`config.mk`:
```
export PLATFORM = sky130hd
export DESIGN_NAME = pfcdf_top
export DESIGN_NICKNAME = d
export VERILOG_FILES = /design/src/verilog/pfcdf_pkg.sv /design/src/verilog/pfcdf_top.sv
export SDC_FILE = /design/constraint.sdc
export NUM_CORES = 1
export LEC_CHECK = 0
export BUFFER_PORTS_ARGS = -buffer_cell sky130_fd_sc_hd__buf_2
export CELL_PAD_IN_SITES_DETAIL_PLACEMENT = 0
export CELL_PAD_IN_SITES_GLOBAL_PLACEMENT = 1
export CORE_ASPECT_RATIO = 1.1
export CORE_UTILIZATION = 44
export DETAILED_ROUTE_END_ITERATION = 8
export PLACE_DENSITY = 0.94
export SYNTH_ARGS = -nofsm -noshare
export SYNTH_HDL_FRONTEND = slang
export SYNTH_SLANG_ARGS = --single-unit
```
`constraint.sdc`:
```
create_clock -name mclk -period 3.92 [get_ports mclk]
set_input_delay 0 -clock mclk [delete_from_list [all_inputs] [get_ports mclk]]
set_output_delay 0 -clock mclk [all_outputs]
set_load 0.005 [all_outputs]
```
`src/verilog/pfcdf_pkg.sv`:
```
/*
  Constants, register map and state type for the PFC drive and fault logic.
  Assumes a 50 ns system clock; all counts are derived from it.
*/
package pfcdf_pkg;
  localparam int CLK_NS = 50;
  // Blanking and on-time, ns
  localparam int LEB1_NS = 325;
  localparam int LEB2_NS = 175;
  localparam int TON_MAX_NS = 15000;
  // Watchdog, us
  localparam int WD_BASE_US = 200;
  localparam int WD_LONG_US = 1000;
  localparam int CNT_W = 16;
  // Least times round up, longest round down
  localparam logic [CNT_W-1:0] LEB1_CYC = CNT_W'((LEB1_NS + CLK_NS - 1) / CLK_NS);
  localparam logic [CNT_W-1:0] LEB2_CYC = CNT_W'((LEB2_NS + CLK_NS - 1) / CLK_NS);
  localparam logic [CNT_W-1:0] TON_MAX_CYC = CNT_W'(TON_MAX_NS / CLK_NS);
  localparam logic [CNT_W-1:0] WD_BASE_CYC = CNT_W'(WD_BASE_US * 1000 / CLK_NS);
  localparam logic [CNT_W-1:0] WD_LONG_CYC = CNT_W'(WD_LONG_US * 1000 / CLK_NS);
  localparam logic [CNT_W-1:0] CNT_ONE = 16'h0001;
  localparam logic [CNT_W-1:0] CNT_ZERO = 16'h0000;
  // Short-circuit strikes
  localparam logic [2:0] STRIKE_MAX = 3'h4;
  localparam logic [2:0] STRIKE_ONE = 3'h1;
  localparam logic [2:0] STRIKE_RST = 3'h0;
  // Register map
  localparam int ADDR_W = 4;
  localparam logic [ADDR_W-1:0] ADDR_CTRL = 4'h0;
  localparam logic [ADDR_W-1:0] ADDR_STAT = 4'h4;
  localparam int CTRL_EN_BIT = 0;
  localparam logic [31:0] WORD_ZERO = 32'h0000_0000;
  localparam logic [1:0] RESP_OKAY = 2'h0;
  localparam logic [1:0] RESP_SLVERR = 2'h2;
  localparam int NCMP = 11;
  localparam logic [NCMP-1:0] CMP_RST = 11'h000;
  typedef enum logic [1:0] {
    ST_WAIT = 2'h0,
    ST_ARMED = 2'h1,
    ST_ON = 2'h3,
    ST_END = 2'h2
  } pfcdf_state_t;
endpackage

```
`src/verilog/pfcdf_top.sv`:
```
/*
  PFC gate generation, blanking, protection and enables, with an AXI4-Lite
  control/status port. Assumes comparator outputs arrive asynchronously and
  the analog thresholds, ramp, clamps and amplifier live outside.
*/
`timescale 1ns/100ps
// How it works
// - Grounded feedback node below threshold disables the whole controller.
// - Open feedback node rising above overvoltage also disables the controller.
// - Hard overvoltage ends the gate pulse at once and blocks new pulses.
// - Soft overvoltage reduction enabled while feedback sits in the window.
// - Boost current turns on when undervoltage deviation passes upper ratio.
// - Boost current turns off when deviation falls below lower ratio.
// - Boost current turns on at once when the stage becomes enabled.
// - Disabled stage pulls amplifier output low; enable releases it, clamps.
// - Divider switch open while disabled, closed while enabled.
// - On-time comparator trip ends the gate pulse.
// - No pulses below minimum control; on-time capped at internal maximum.
// - Current limit ignored during long blanking after gate turn-on.
// - After blanking, current limit turns the gate off immediately.
// - Short-circuit comparator sampled only after the short blanking window.
// - Four consecutive short-circuit pulses latch the stage off.
// - A clean pulse clears the short-circuit counter.
// - Short-circuit detection selects the long watchdog duration.
// - Watchdog expiry starts a pulse; each pulse restarts the watchdog.
// - Rising sense arms zero-cross; later rising trigger edge starts next cycle.
module pfcdf_top #(
  parameter logic [15:0] WD_LONG_CYC = pfcdf_pkg::WD_LONG_CYC
) (
  // Clock and reset
  input wire logic mclk,
  input wire logic rstn,
  // Comparator outputs, asynchronous
  input wire logic fb_low_short,
  input wire logic hard_ovp,
  input wire logic soft_ovp_win,
  input wire logic uv_above_high,
  input wire logic uv_below_low,
  input wire logic ontime_trip,
  input wire logic ctrl_below_min,
  input wire logic cur_limit,
  input wire logic short_circuit,
  input wire logic zcd_arm,
  input wire logic zcd_trig,
  // Gate and analog enables
  output logic pfc_gate_out,
  output logic long_blank_window,
  output logic short_blank_window,
  output logic divider_disconnect_switch,
  output logic pulldown_en,
  output logic lower_clamp_en,
  output logic control_boost_current,
  output logic soft_ovp_en,
  output logic long_watchdog_sel,
  output logic controller_disable,
  output logic latched_off,
  // AXI4-Lite slave
  input wire logic [3:0] s_axi_awaddr,
  input wire logic s_axi_awvalid,
  output logic s_axi_awready,
  input wire logic [31:0] s_axi_wdata,
  input wire logic [3:0] s_axi_wstrb,
  input wire logic s_axi_wvalid,
  output logic s_axi_wready,
  output logic [1:0] s_axi_bresp,
  output logic s_axi_bvalid,
  input wire logic s_axi_bready,
  input wire logic [3:0] s_axi_araddr,
  input wire logic s_axi_arvalid,
  output logic s_axi_arready,
  output logic [31:0] s_axi_rdata,
  output logic [1:0] s_axi_rresp,
  output logic s_axi_rvalid,
  input wire logic s_axi_rready
);
  logic [pfcdf_pkg::NCMP-1:0] sync1_ff, sync2_ff;
  logic arm_q_ff, trig_q_ff, stage_q_ff;
  pfcdf_pkg::pfcdf_state_t state_ff, nxt_state;
  logic [15:0] on_cnt_ff, wd_cnt_ff;
  logic [2:0] strike_ff;
  logic sc_seen_ff, gate_ff, leb1_ff, leb2_ff, fbsw_ff, pd_ff, clamp_ff;
  logic boost_ff, soft_ff, wdl_ff, dis_ff, latch_ff, en_ff;
  logic aw_got_ff, w_got_ff, awready_ff, wready_ff, bvalid_ff, arready_ff, rvalid_ff;
  logic [3:0] awaddr_ff;
  logic [31:0] wdata_ff, rdata_ff;
  logic wstrb0_ff;
  logic [1:0] bresp_ff, rresp_ff;

  // Synchronised comparator levels
  wire short_s, ovp_s, soft_s, uvh_s, uvl_s, ton_s, min_s, cl_s, sc_s, arm_s, trig_s;
  assign {short_s, ovp_s, soft_s, uvh_s, uvl_s, ton_s, min_s, cl_s, sc_s, arm_s,
          trig_s} = sync2_ff;

  // Stage control
  wire stage_on = en_ff & ~latch_ff;
  wire en_rise = stage_on & ~stage_q_ff;
  wire fault_hold = short_s | ovp_s;
  wire can_run = stage_on & ~fault_hold & ~min_s;
  wire arm_edge = arm_s & ~arm_q_ff;
  wire trig_edge = trig_s & ~trig_q_ff;
  wire [15:0] wd_limit = wdl_ff ? WD_LONG_CYC : pfcdf_pkg::WD_BASE_CYC;
  wire wd_expired = wd_cnt_ff >= wd_limit - pfcdf_pkg::CNT_ONE;
  wire in_on = state_ff == pfcdf_pkg::ST_ON;
  wire sc_hit = in_on & ~leb2_ff & sc_s;
  wire cl_hit = in_on & ~leb1_ff & cl_s;
  wire ton_max = on_cnt_ff >= pfcdf_pkg::TON_MAX_CYC - pfcdf_pkg::CNT_ONE;
  wire pulse_stop = ~can_run | ton_s | ton_max | cl_hit | sc_hit;
  wire armed_trig = (state_ff == pfcdf_pkg::ST_ARMED) & trig_edge;
  wire start_ok = can_run & (wd_expired | armed_trig);
  wire last_strike = sc_seen_ff & (strike_ff == pfcdf_pkg::STRIKE_MAX - pfcdf_pkg::STRIKE_ONE);

  always_comb begin
    nxt_state = state_ff;
    unique case (state_ff)
      pfcdf_pkg::ST_WAIT: begin
        if (start_ok) begin
          nxt_state = pfcdf_pkg::ST_ON;
        end else if (arm_edge) begin
          nxt_state = pfcdf_pkg::ST_ARMED;
        end
      end
      pfcdf_pkg::ST_ARMED: begin
        if (start_ok) begin
          nxt_state = pfcdf_pkg::ST_ON;
        end
      end
      pfcdf_pkg::ST_ON: begin
        if (pulse_stop) begin
          nxt_state = pfcdf_pkg::ST_END;
        end
      end
      pfcdf_pkg::ST_END: nxt_state = pfcdf_pkg::ST_WAIT;
    endcase
  end

  wire nxt_gate = nxt_state == pfcdf_pkg::ST_ON;
  wire pulse_begin = nxt_gate & ~in_on;
  wire [15:0] nxt_on_cnt = in_on ? on_cnt_ff + pfcdf_pkg::CNT_ONE : pfcdf_pkg::CNT_ZERO;
  // Restart at pulse start, so the period runs start to start
  // Frozen at zero while a hard fault holds the stage off
  wire [15:0] nxt_wd_cnt = (pulse_begin | fault_hold) ? pfcdf_pkg::CNT_ZERO :
                           (wd_expired ? wd_cnt_ff : wd_cnt_ff + pfcdf_pkg::CNT_ONE);
  wire at_end = state_ff == pfcdf_pkg::ST_END;
  wire [2:0] nxt_strike = ~at_end ? strike_ff :
                          sc_seen_ff ? strike_ff + pfcdf_pkg::STRIKE_ONE :
                          pfcdf_pkg::STRIKE_RST;
  // Kept through the END cycle, where the strike count reads it
  wire nxt_sc_seen = in_on & (sc_seen_ff | sc_hit);
  wire nxt_boost = ~stage_on ? 1'b0 : (en_rise | uvh_s) ? 1'b1 :
                   uvl_s ? 1'b0 : boost_ff;
  wire nxt_wdl = sc_hit ? 1'b1 : (at_end & ~sc_seen_ff) ? 1'b0 : wdl_ff;

  always_ff @(posedge mclk or negedge rstn) begin
    if (!rstn) begin
      sync1_ff <= pfcdf_pkg::CMP_RST;
      sync2_ff <= pfcdf_pkg::CMP_RST;
    end else begin
      sync1_ff <= {fb_low_short, hard_ovp, soft_ovp_win, uv_above_high, uv_below_low,
                   ontime_trip, ctrl_below_min, cur_limit, short_circuit, zcd_arm, zcd_trig};
      sync2_ff <= sync1_ff;
    end
  end

  always_ff @(posedge mclk or negedge rstn) begin
    if (!rstn) begin
      state_ff <= pfcdf_pkg::ST_WAIT;
      on_cnt_ff <= pfcdf_pkg::CNT_ZERO;
      wd_cnt_ff <= pfcdf_pkg::CNT_ZERO;
      strike_ff <= pfcdf_pkg::STRIKE_RST;
      sc_seen_ff <= 1'b0;
      arm_q_ff <= 1'b0;
      trig_q_ff <= 1'b0;
      stage_q_ff <= 1'b0;
    end else begin
      state_ff <= nxt_state;
      on_cnt_ff <= nxt_on_cnt;
      wd_cnt_ff <= nxt_wd_cnt;
      strike_ff <= nxt_strike;
      sc_seen_ff <= nxt_sc_seen;
      arm_q_ff <= arm_s;
      trig_q_ff <= trig_s;
      stage_q_ff <= stage_on;
    end
  end

  always_ff @(posedge mclk or negedge rstn) begin
    if (!rstn) begin
      gate_ff <= 1'b0;
      leb1_ff <= 1'b0;
      leb2_ff <= 1'b0;
      fbsw_ff <= 1'b0;
      pd_ff <= 1'b1;
      clamp_ff <= 1'b0;
      boost_ff <= 1'b0;
      soft_ff <= 1'b0;
      wdl_ff <= 1'b0;
      dis_ff <= 1'b0;
      latch_ff <= 1'b0;
    end else begin
      gate_ff <= nxt_gate;
      leb1_ff <= nxt_gate & (nxt_on_cnt < pfcdf_pkg::LEB1_CYC);
      leb2_ff <= nxt_gate & (nxt_on_cnt < pfcdf_pkg::LEB2_CYC);
      fbsw_ff <= stage_on;
      pd_ff <= ~stage_on;
      clamp_ff <= stage_on;
      boost_ff <= nxt_boost;
      soft_ff <= soft_s;
      wdl_ff <= nxt_wdl;
      dis_ff <= fault_hold;
      latch_ff <= latch_ff | (at_end & last_strike);
    end
  end

  // AXI4-Lite: address and data taken in either order, one write at a time
  wire aw_hs = s_axi_awvalid & awready_ff;
  wire w_hs = s_axi_wvalid & wready_ff;
  wire have_aw = aw_got_ff | aw_hs;
  wire have_w = w_got_ff | w_hs;
  wire do_wr = have_aw & have_w & ~bvalid_ff;
  wire [3:0] wr_addr = aw_got_ff ? awaddr_ff : s_axi_awaddr;
  wire [31:0] wr_data = w_got_ff ? wdata_ff : s_axi_wdata;
  wire wr_lane0 = w_got_ff ? wstrb0_ff : s_axi_wstrb[0];
  wire wr_ctrl = do_wr & (wr_addr == pfcdf_pkg::ADDR_CTRL);
  wire wr_ok = (wr_addr == pfcdf_pkg::ADDR_CTRL) | (wr_addr == pfcdf_pkg::ADDR_STAT);
  wire nxt_aw_got = have_aw & ~do_wr;
  wire nxt_w_got = have_w & ~do_wr;
  wire nxt_bvalid = do_wr | (bvalid_ff & ~s_axi_bready);
  wire ar_hs = s_axi_arvalid & arready_ff;
  wire nxt_rvalid = ar_hs | (rvalid_ff & ~s_axi_rready);
  // Status shows live block state; strike count is the pending tally
  wire [31:0] stat_word = {21'h000000, strike_ff, 2'h0, wdl_ff, soft_ff, boost_ff, gate_ff,
                           dis_ff, latch_ff};
  wire [31:0] ctrl_word = {31'h00000000, en_ff};
  wire rd_ctrl = s_axi_araddr == pfcdf_pkg::ADDR_CTRL;
  wire rd_stat = s_axi_araddr == pfcdf_pkg::ADDR_STAT;
  wire [31:0] rd_word = rd_ctrl ? ctrl_word : rd_stat ? stat_word : pfcdf_pkg::WORD_ZERO;

  always_ff @(posedge mclk or negedge rstn) begin
    if (!rstn) begin
      aw_got_ff <= 1'b0;
      w_got_ff <= 1'b0;
      awaddr_ff <= 4'h0;
      wdata_ff <= pfcdf_pkg::WORD_ZERO;
      wstrb0_ff <= 1'b0;
      awready_ff <= 1'b0;
      wready_ff <= 1'b0;
      bvalid_ff <= 1'b0;
      bresp_ff <= pfcdf_pkg::RESP_OKAY;
      arready_ff <= 1'b0;
      rvalid_ff <= 1'b0;
      rdata_ff <= pfcdf_pkg::WORD_ZERO;
      rresp_ff <= pfcdf_pkg::RESP_OKAY;
      en_ff <= 1'b0;
    end else begin
      aw_got_ff <= nxt_aw_got;
      w_got_ff <= nxt_w_got;
      if (aw_hs) begin
        awaddr_ff <= s_axi_awaddr;
      end
      if (w_hs) begin
        wdata_ff <= s_axi_wdata;
        wstrb0_ff <= s_axi_wstrb[0];
      end
      awready_ff <= ~nxt_aw_got & ~nxt_bvalid;
      wready_ff <= ~nxt_w_got & ~nxt_bvalid;
      bvalid_ff <= nxt_bvalid;
      if (do_wr) begin
        bresp_ff <= wr_ok ? pfcdf_pkg::RESP_OKAY : pfcdf_pkg::RESP_SLVERR;
      end
      if (wr_ctrl & wr_lane0) begin
        en_ff <= wr_data[pfcdf_pkg::CTRL_EN_BIT];
      end
      arready_ff <= ~nxt_rvalid;
      rvalid_ff <= nxt_rvalid;
      if (ar_hs) begin
        rdata_ff <= rd_word;
        rresp_ff <= (rd_ctrl | rd_stat) ? pfcdf_pkg::RESP_OKAY : pfcdf_pkg::RESP_SLVERR;
      end
    end
  end

  assign pfc_gate_out = gate_ff;
  assign long_blank_window = leb1_ff;
  assign short_blank_window = leb2_ff;
  assign divider_disconnect_switch = fbsw_ff;
  assign pulldown_en = pd_ff;
  assign lower_clamp_en = clamp_ff;
  assign control_boost_current = boost_ff;
  assign soft_ovp_en = soft_ff;
  assign long_watchdog_sel = wdl_ff;
  assign controller_disable = dis_ff;
  assign latched_off = latch_ff;
  assign s_axi_awready = awready_ff;
  assign s_axi_wready = wready_ff;
  assign s_axi_bvalid = bvalid_ff;
  assign s_axi_bresp = bresp_ff;
  assign s_axi_arready = arready_ff;
  assign s_axi_rvalid = rvalid_ff;
  assign s_axi_rdata = rdata_ff;
  assign s_axi_rresp = rresp_ff;
endmodule

```
======== Word-level counts from Yosys, hierarchy flattened ========
Cells that the tools add are included.
word-level totals
  logic and storage cells ................. 144
  flip-flop bits (word level) ............. 122
  input port bits ......................... 62
  output and inout bits ................... 52
cells by class
  reductions and logical operators ........ 4
  mux-type cells .......................... 22
  add/sub/neg operators ................... 4
  bitwise gates (word level) .............. 68
  equality and inequality tests ........... 9
  order comparisons ....................... 4
operators with widths
  cell                                                                                  number
  16-bit 2-to-1 mux                                                                     3
  16-bit by 1-bit adder with 16-bit output, second input constant                       2
  1-bit bitwise AND                                                                     32
  16-bit by 3-bit < comparator with 1-bit output, second input constant                 2
  11-bit 2-to-1 mux                                                                     2
  1-bit inverter                                                                        20
  16-bit greater-or-equal comparator                                                    1
  16-bit by 9-bit greater-or-equal comparator with 1-bit output, second input constant  1
  1-bit bitwise OR                                                                      16
  15-bit by 1-bit subtractor with 16-bit output, second input constant                  1
  15-bit 2-to-1 mux                                                                     1
  2-bit 2-to-1 mux                                                                      6
  4-bit by 3-bit equality test with 1-bit output, second input constant                 2
  4-bit logical NOT                                                                     2
  2-bit case mux with 4 select lines                                                    1
  1-bit 2-to-1 mux                                                                      7
  2-bit equality test, second input constant                                            3
  4-bit 2-to-1 mux                                                                      1
  3-bit by 1-bit adder with 3-bit output, second input constant                         1
  3-bit by 2-bit equality test with 1-bit output, second input constant                 1
  3-bit 2-to-1 mux                                                                      1
  3-bit by 2-bit inequality test with 1-bit output, second input constant               1
  2-bit by 1-bit equality test with 1-bit output, second input constant                 1
  2-bit logical NOT                                                                     1
  other kinds (2)                                                                       2

======== Depth between registers and ports, before layout ========
  depth after elaboration ................. 15
  depth in mapped cells ................... 8
  mapped depth without buffers ............ 7

======== Least setup slack after synthesis ========
OpenSTA, ideal clock, no wires.
  kind .................................... reg-to-reg
  start point ............................. register wdl_ff, in the netlist long_watchdog_sel
  end point ............................... register wd_cnt_ff[15]
  period minus slack after synthesis ...... 2073 ps
  cell stages (with the launch flop) ...... 7
  path slack .............................. 1847 ps
  data arrival time ....................... 1995 ps
  path buffers ............................ 0
  data required time ...................... 3843 ps
  library setup time ...................... 77 ps
  path through ............................ dfrtp_1 > ha_1 > nor2b_1 > o2111a_1 > a21o_1 > or4_1 > a21oi_1
on the way
  word-level cells in the longest chain between the ends .. 11
  elaborated cells on any way between the ends .. 13
  classes of those cells .................. 1 x add/sub; 1 x order compare; 2 x eq/ne; 5 x mux; 4 x bitwise
ends and longest elaborated chain
  element                                                                                                 RTL line                            text
  start: declaration                                                                                      pfcdf_top.sv:82                     logic boost_ff, soft_ff, wdl_ff, dis_ff, latch_ff, en_ff;
  start signal: assignment                                                                                pfcdf_top.sv:208                    wdl_ff <= nxt_wdl;
  15-bit 2-to-1 mux *                                                                                     pfcdf_top.sv:101                    wire [15:0] wd_limit = wdl_ff ? WD_LONG_CYC : pfcdf_pkg::WD_BASE_CYC;
  15-bit by 1-bit subtractor with 16-bit output *                                                         pfcdf_top.sv:102                    wire wd_expired = wd_cnt_ff >= wd_limit - pfcdf_pkg::CNT_ONE;
  16-bit greater-or-equal comparator *                                                                    pfcdf_top.sv:102
  1-bit bitwise OR                                                                                        pfcdf_top.sv:109                    wire start_ok = can_run & (wd_expired | armed_trig);
  1-bit bitwise AND                                                                                       pfcdf_top.sv:109
  2-bit 2-to-1 mux (on tied branches)                                                                     pfcdf_top.sv:123, pfcdf_top.sv:116
  2-bit case mux with 4 select lines                                                                      pfcdf_top.sv:114                    unique case (state_ff)
  2-bit equality test                                                                                     pfcdf_top.sv:136                    wire nxt_gate = nxt_state == pfcdf_pkg::ST_ON;
  1-bit bitwise AND                                                                                       pfcdf_top.sv:137                    wire pulse_begin = nxt_gate & ~in_on;
  1-bit bitwise OR                                                                                        pfcdf_top.sv:141                    wire [15:0] nxt_wd_cnt = (pulse_begin | fault_hold) ? pfcdf_pkg::CNT_ZERO :
  2-bit by 1-bit inequality test with 1-bit output (no line) / 16-bit 2-to-1 mux (equally long branches)  -
  end signal: assignment                                                                                  pfcdf_top.sv:168                    wd_cnt_ff <= pfcdf_pkg::CNT_ZERO;
  end signal: assignment                                                                                  pfcdf_top.sv:177                    wd_cnt_ff <= nxt_wd_cnt;
  end: declaration                                                                                        pfcdf_top.sv:79                     logic [15:0] on_cnt_ff, wd_cnt_ff;
Mark *: on every way between the ends. The rest lies on a longest branch, timed or not.
A chain may end at the register's enable or synchronous reset.

======== Final worst setup path ========
  start point ............................. register wdl_ff, in the netlist long_watchdog_sel
  end point ............................... register wd_cnt_ff[13]
The elaborated chain is that of the path after synthesis.

==> metrics.txt <==
# TYPE chip_impl_metric gauge
chip_impl_metric{name="timing.clock.skew",unit="ps"} 10.15
chip_impl_metric{name="grtUsageMet2",unit="%"} 27.06
chip_impl_metric{name="drv_slew",unit=""} 0
chip_impl_metric{name="total_power",unit="mW"} 2.274
chip_impl_info{name="cts_tree",value="yes"} 1
chip_impl_metric{name="dr_total_vias",unit=""} 3157
chip_impl_metric{name="synth-seq-cells",unit=""} 97
chip_impl_metric{name="post_drt_via_cell_ratio",unit=""} 5.235
chip_impl_metric{name="n_antenna_cell",unit=""} 0
chip_impl_metric{name="globalRoute.totalOverflow",unit=""} 0
chip_impl_metric{name="netlist_area",unit="µm²"} 4388
chip_impl_info{name="critPathKind",value="register to register"} 1
chip_impl_metric{name="critPathMaxStageDelay",unit="ps"} 580
chip_impl_metric{name="compound_cell_area_share_of_the_yosys_netlist",unit="%"} 11.55
chip_impl_info{name="globalRoute.busiestLayer",value="met2"} 1
chip_impl_metric{name="stdcell_count",unit=""} 603
chip_impl_metric{name="global_route.usage.met1",unit="%"} 21.63
chip_impl_metric{name="drc_errors",unit=""} 0
chip_impl_metric{name="detail_route.iter0.violations",unit=""} 181
chip_impl_metric{name="worst-endpoint-required",unit="ps"} 4210
chip_impl_metric{name="setup_tns",unit="ps"} 0
chip_impl_metric{name="antenna_found_initial",unit=""} 0
chip_impl_metric{name="area_delta_synth_final",unit="%"} 16.65
chip_impl_info{name="crit_path_start_kind",value="register"} 1
chip_impl_metric{name="layout-drive-gt1-share",unit="%"} 18.72
chip_impl_info{name="worst_path_max_delay_cell",value="sky130_fd_sc_hd__or4_1"} 1
chip_impl_metric{name="report.final.hold_viol_count",unit=""} 0
chip_impl_metric{name="grt_first_pass_wirelength",unit="µm"} 13940
chip_impl_metric{name="grt_util_met3",unit="%"} 4.302
chip_impl_metric{name="yosysWarningCount",unit=""} 0
chip_impl_info{name="main_combinational_cell_family_by_area_after_synthesis",value="simple AND/OR/NAND/NOR gates"} 1
chip_impl_metric{name="critPathMaxFanout",unit=""} 19
chip_impl_metric{name="synthArstFlopShare",unit="%"} 100.0
chip_impl_metric{name="core_area",unit="µm²"} 9537
chip_impl_metric{name="setup_violations",unit=""} 0
chip_impl_metric{name="post_cts_resized",unit=""} 0
chip_impl_metric{name="fin_hold_ws",unit="ps"} 93.96
chip_impl_info{name="setup.worst_path.end_class",value="register"} 1
chip_impl_metric{name="synth_sequential_area_ratio",unit="%"} 55.35
chip_impl_info{name="path_cells",value="ha_1 > nor2b_1 > o2111a_1 > a21o_1 > or4_1 > a21oi_1"} 1
chip_impl_metric{name="floorplan.rows",unit=""} 37
chip_impl_metric{name="yosys-mux-area-fraction",unit="%"} 2.737
chip_impl_metric{name="grt_pass1_vias",unit=""} 2969
chip_impl_metric{name="min_period_over_period",unit="%"} 62.72
chip_impl_metric{name="maxClockFrequency",unit="MHz"} 406.7
chip_impl_metric{name="route.final.wire_length",unit="µm"} 8123
chip_impl_metric{name="grt_use_total",unit="%"} 16.67
chip_impl_metric{name="synthDistinctLibCells",unit=""} 56
chip_impl_metric{name="port_buffers",unit=""} 54
chip_impl_metric{name="postLayoutCoreUtil",unit="%"} 53.67
chip_impl_metric{name="crit_arrival",unit="ps"} 2740
chip_impl_metric{name="drt-wirelength-per-cell",unit="µm"} 13.47
chip_impl_metric{name="placed_cells_incl_taps",unit=""} 561
chip_impl_metric{name="layout_min_cycle_time",unit="ps"} 2459
chip_impl_info{name="yosys_most_used_dff",value="sky130_fd_sc_hd__dfrtp_1"} 1
chip_impl_metric{name="clock_tree.htree_level_count",unit=""} 3
chip_impl_metric{name="clockBufferDepth",unit=""} 2
chip_impl_metric{name="drv.max_cap_violation_count",unit=""} 0
chip_impl_metric{name="synth_area_per_cell",unit="µm²"} 10.81
chip_impl_info{name="cts-root-buf",value="sky130_fd_sc_hd__clkbuf_8"} 1
chip_impl_metric{name="boundaryPins",unit=""} 114
chip_impl_metric{name="timing.max_slew.rel_slack",unit="%"} 46.86
chip_impl_metric{name="firstDrtPassIters",unit=""} 4
chip_impl_metric{name="postRouteAntennaNets",unit=""} 0
chip_impl_metric{name="cts.sink_count",unit=""} 97
chip_impl_metric{name="place.detailed.hpwl",unit="µm"} 5561
chip_impl_metric{name="number_of_buffers_created_by_cts",unit=""} 9
chip_impl_metric{name="dieWidth",unit="µm"} 97.22
chip_impl_metric{name="max_slew.worst_pin.slew",unit="ps"} 797.1
chip_impl_metric{name="layout.nets",unit=""} 551
chip_impl_metric{name="die_area",unit="µm²"} 10380
chip_impl_metric{name="clock_insertion_delay_worst_skew",unit="ps"} 370
chip_impl_info{name="kind_of_cell_adding_the_most_delay_to_the_critical_path",value="compound AO/OA/AOI/OAI gates"} 1
chip_impl_metric{name="clkSlewWorstSetupHoldPaths",unit="ps"} 90
chip_impl_metric{name="worst-path-buf-inv",unit=""} 0
chip_impl_metric{name="grt_start_max_net_pins",unit=""} 66
chip_impl_metric{name="cts_setup_buffers",unit=""} 0
chip_impl_metric{name="static-leakage-power",unit="nW"} 2.364
chip_impl_metric{name="initial_utilization",unit="%"} 46.01
chip_impl_metric{name="gpl_wtd_cong",unit=""} 0.8210
chip_impl_metric{name="number_of_enable_flip_flop_cells_after_synthesis",unit=""} 0
chip_impl_info{name="type_of_the_worst_min_delay_path",value="input port to register"} 1
chip_impl_metric{name="die_height",unit="µm"} 106.7
chip_impl_info{name="layout_commonest_cell",value="sky130_fd_sc_hd__dfrtp_1"} 1
chip_impl_info{name="rsz0062_at_grt",value="no"} 1
chip_impl_metric{name="pwr_density_cell",unit="nW/µm²"} 444.2
chip_impl_metric{name="post_synth_xor_area_fraction",unit="%"} 3.393
chip_impl_metric{name="synthAdderAreaFrac",unit="%"} 1.996
chip_impl_info{name="status",value="finished clean"} 1
chip_impl_info{name="most_frequent_cells_in_the_layout",value="sky130_fd_sc_hd__dfrtp_1 (96), sky130_fd_sc_hd__buf_2 (53), sky130_fd_sc_hd__nand2_1 (32), sky130_fd_sc_hd__nor2_1 (31), sky130_fd_sc_hd__dlygate4sd3_1 (27)"} 1
chip_impl_metric{name="share_of_synthesized_cell_area_in_and_or_nand_and_nor_gates",unit="%"} 17.65
chip_impl_metric{name="syn_inst",unit=""} 406
chip_impl_metric{name="max-vdd-ir-drop",unit="µV"} 192.7
-- path summary, 6_finish.rpt --
path | slack, ps | end | from | cells past startpoint
worst max-delay path | 1460 | wd_cnt_ff[13] | long_watchdog_sel | 6
worst min-delay path | 90 | s_axi_rdata[0] | s_axi_araddr[2] | 4
worst max register to register | 1460 | wd_cnt_ff[13] | long_watchdog_sel | 6
worst min register to register | 350 | sync2_ff[8] | sync1_ff[8] | 0
max in group asynchronous | 2740 | on_cnt_ff[8] | rstn | 3
min in group asynchronous | 260 | on_cnt_ff[11] | rstn | 2
-- where the power goes --
part / internal (mW) / total (mW) / switching, mW
Combinational: 0.192 / 0.363 / 0.170
Clock: 0.356 / 0.695 / 0.339
Sequential: 1.12 / 1.22 / 0.0990
-- cell usage after synthesis (2+ instances only) --
cell	n	area (µm²)
sky130_fd_sc_hd__nand4_1	11	68.82
sky130_fd_sc_hd__nand3b_1	2	15.01
sky130_fd_sc_hd__nand2b_1	4	25.02
sky130_fd_sc_hd__xor2_1	10	87.58
sky130_fd_sc_hd__nor2b_1	8	50.05
sky130_fd_sc_hd__nor3_1	9	45.04
sky130_fd_sc_hd__a31oi_1	2	12.51
sky130_fd_sc_hd__a31o_2	2	17.52
sky130_fd_sc_hd__and4_1	3	26.28
sky130_fd_sc_hd__o31ai_1	8	60.06
sky130_fd_sc_hd__mux2i_1	3	30.03
sky130_fd_sc_hd__buf_4	28	210.2
sky130_fd_sc_hd__a211oi_1	3	22.52
sky130_fd_sc_hd__a21o_1	2	15.01
sky130_fd_sc_hd__a2111oi_0	3	26.28
sky130_fd_sc_hd__xnor2_1	7	61.31
sky130_fd_sc_hd__mux2_2	8	90.09
sky130_fd_sc_hd__a22o_1	8	70.07
sky130_fd_sc_hd__o21ai_0	13	65.06
sky130_fd_sc_hd__nor4_1	4	25.02
sky130_fd_sc_hd__nand3_1	11	55.05
sky130_fd_sc_hd__buf_2	5	25.02
sky130_fd_sc_hd__clkbuf_1	8	30.03
sky130_fd_sc_hd__dfrtp_1	96	2402
sky130_fd_sc_hd__a21oi_1	22	110.1
sky130_fd_sc_hd__o211ai_1	2	15.01
sky130_fd_sc_hd__or4_1	8	60.06
sky130_fd_sc_hd__and2_1	4	25.02
sky130_fd_sc_hd__or2_2	2	12.51
sky130_fd_sc_hd__and3_1	4	25.02
sky130_fd_sc_hd__inv_1	14	52.55
sky130_fd_sc_hd__nand2_1	32	120.1
sky130_fd_sc_hd__ha_1	7	87.58
sky130_fd_sc_hd__nor2_1	31	116.4
-- per-stage QoR --
| stage | setup WS (ps) | cell area, µm² |
|---|---|---|
| final | 1461 | 5119 |
| after global routing | 1353 | 5119 |
| after floorplan | 1847 | 4478 |
| after detailed placement | 1508 | 4639 |
| after CTS | 1451 | 5119 |
| after global placement | 1560 | 4639 |
-- repair_timing --
item / in CTS / in global routing
setup endpoints to repair: 0 / 0
endpoints found under the hold margin: 89 / 0
hold buffers: 27 / 0
-- logic make-up after synthesis --
| family | Yosys count |
|---|---|
| adder cells (fa/ha/maj) | 7 |
| XOR/XNOR | 17 |
| buffers and inverters | 55 |
| AND/OR/NAND/NOR | 144 |
| other | 1 |
| AO/OA/AOI/OAI | 74 |
| flip-flops | 97 |
| multiplexers | 11 |
-- cell type report --
class,count,area [µm²]
repair buffers,82,550.5
multi-input cells,278,1732
clock inverters,5,81.33
flip-flops and latches,97,2429
inverters,14,52.55
fillers,817,4418
clock buffers,10,127.6
well taps,117,146.4
-- worst register-to-register path, stage by stage, from the launching register on --
cell                       delay, ps
sky130_fd_sc_hd__dfrtp_1         480
sky130_fd_sc_hd__ha_1            320
sky130_fd_sc_hd__nor2b_1         130
sky130_fd_sc_hd__o2111a_1        320
sky130_fd_sc_hd__a21o_1          380
sky130_fd_sc_hd__or4_1           580
sky130_fd_sc_hd__a21oi_1         170
-- state kept, by name, summed over array words and instances (netlist names), 2 cells and up --
register     flops
on_cnt_ff       16
strike_ff        3
s_axi_rdata      9
sync2_ff        11
state_ff         2
awaddr_ff        4
sync1_ff        11
wd_cnt_ff       16
-- metal layers --
layer	up-vias	wire (µm)
li1	1533	-
met3	10	361
met5	-	0
met1	1529	3788
met2	85	3846
met4	0	127
No activity file was read; power rests on OpenSTA's default activity.
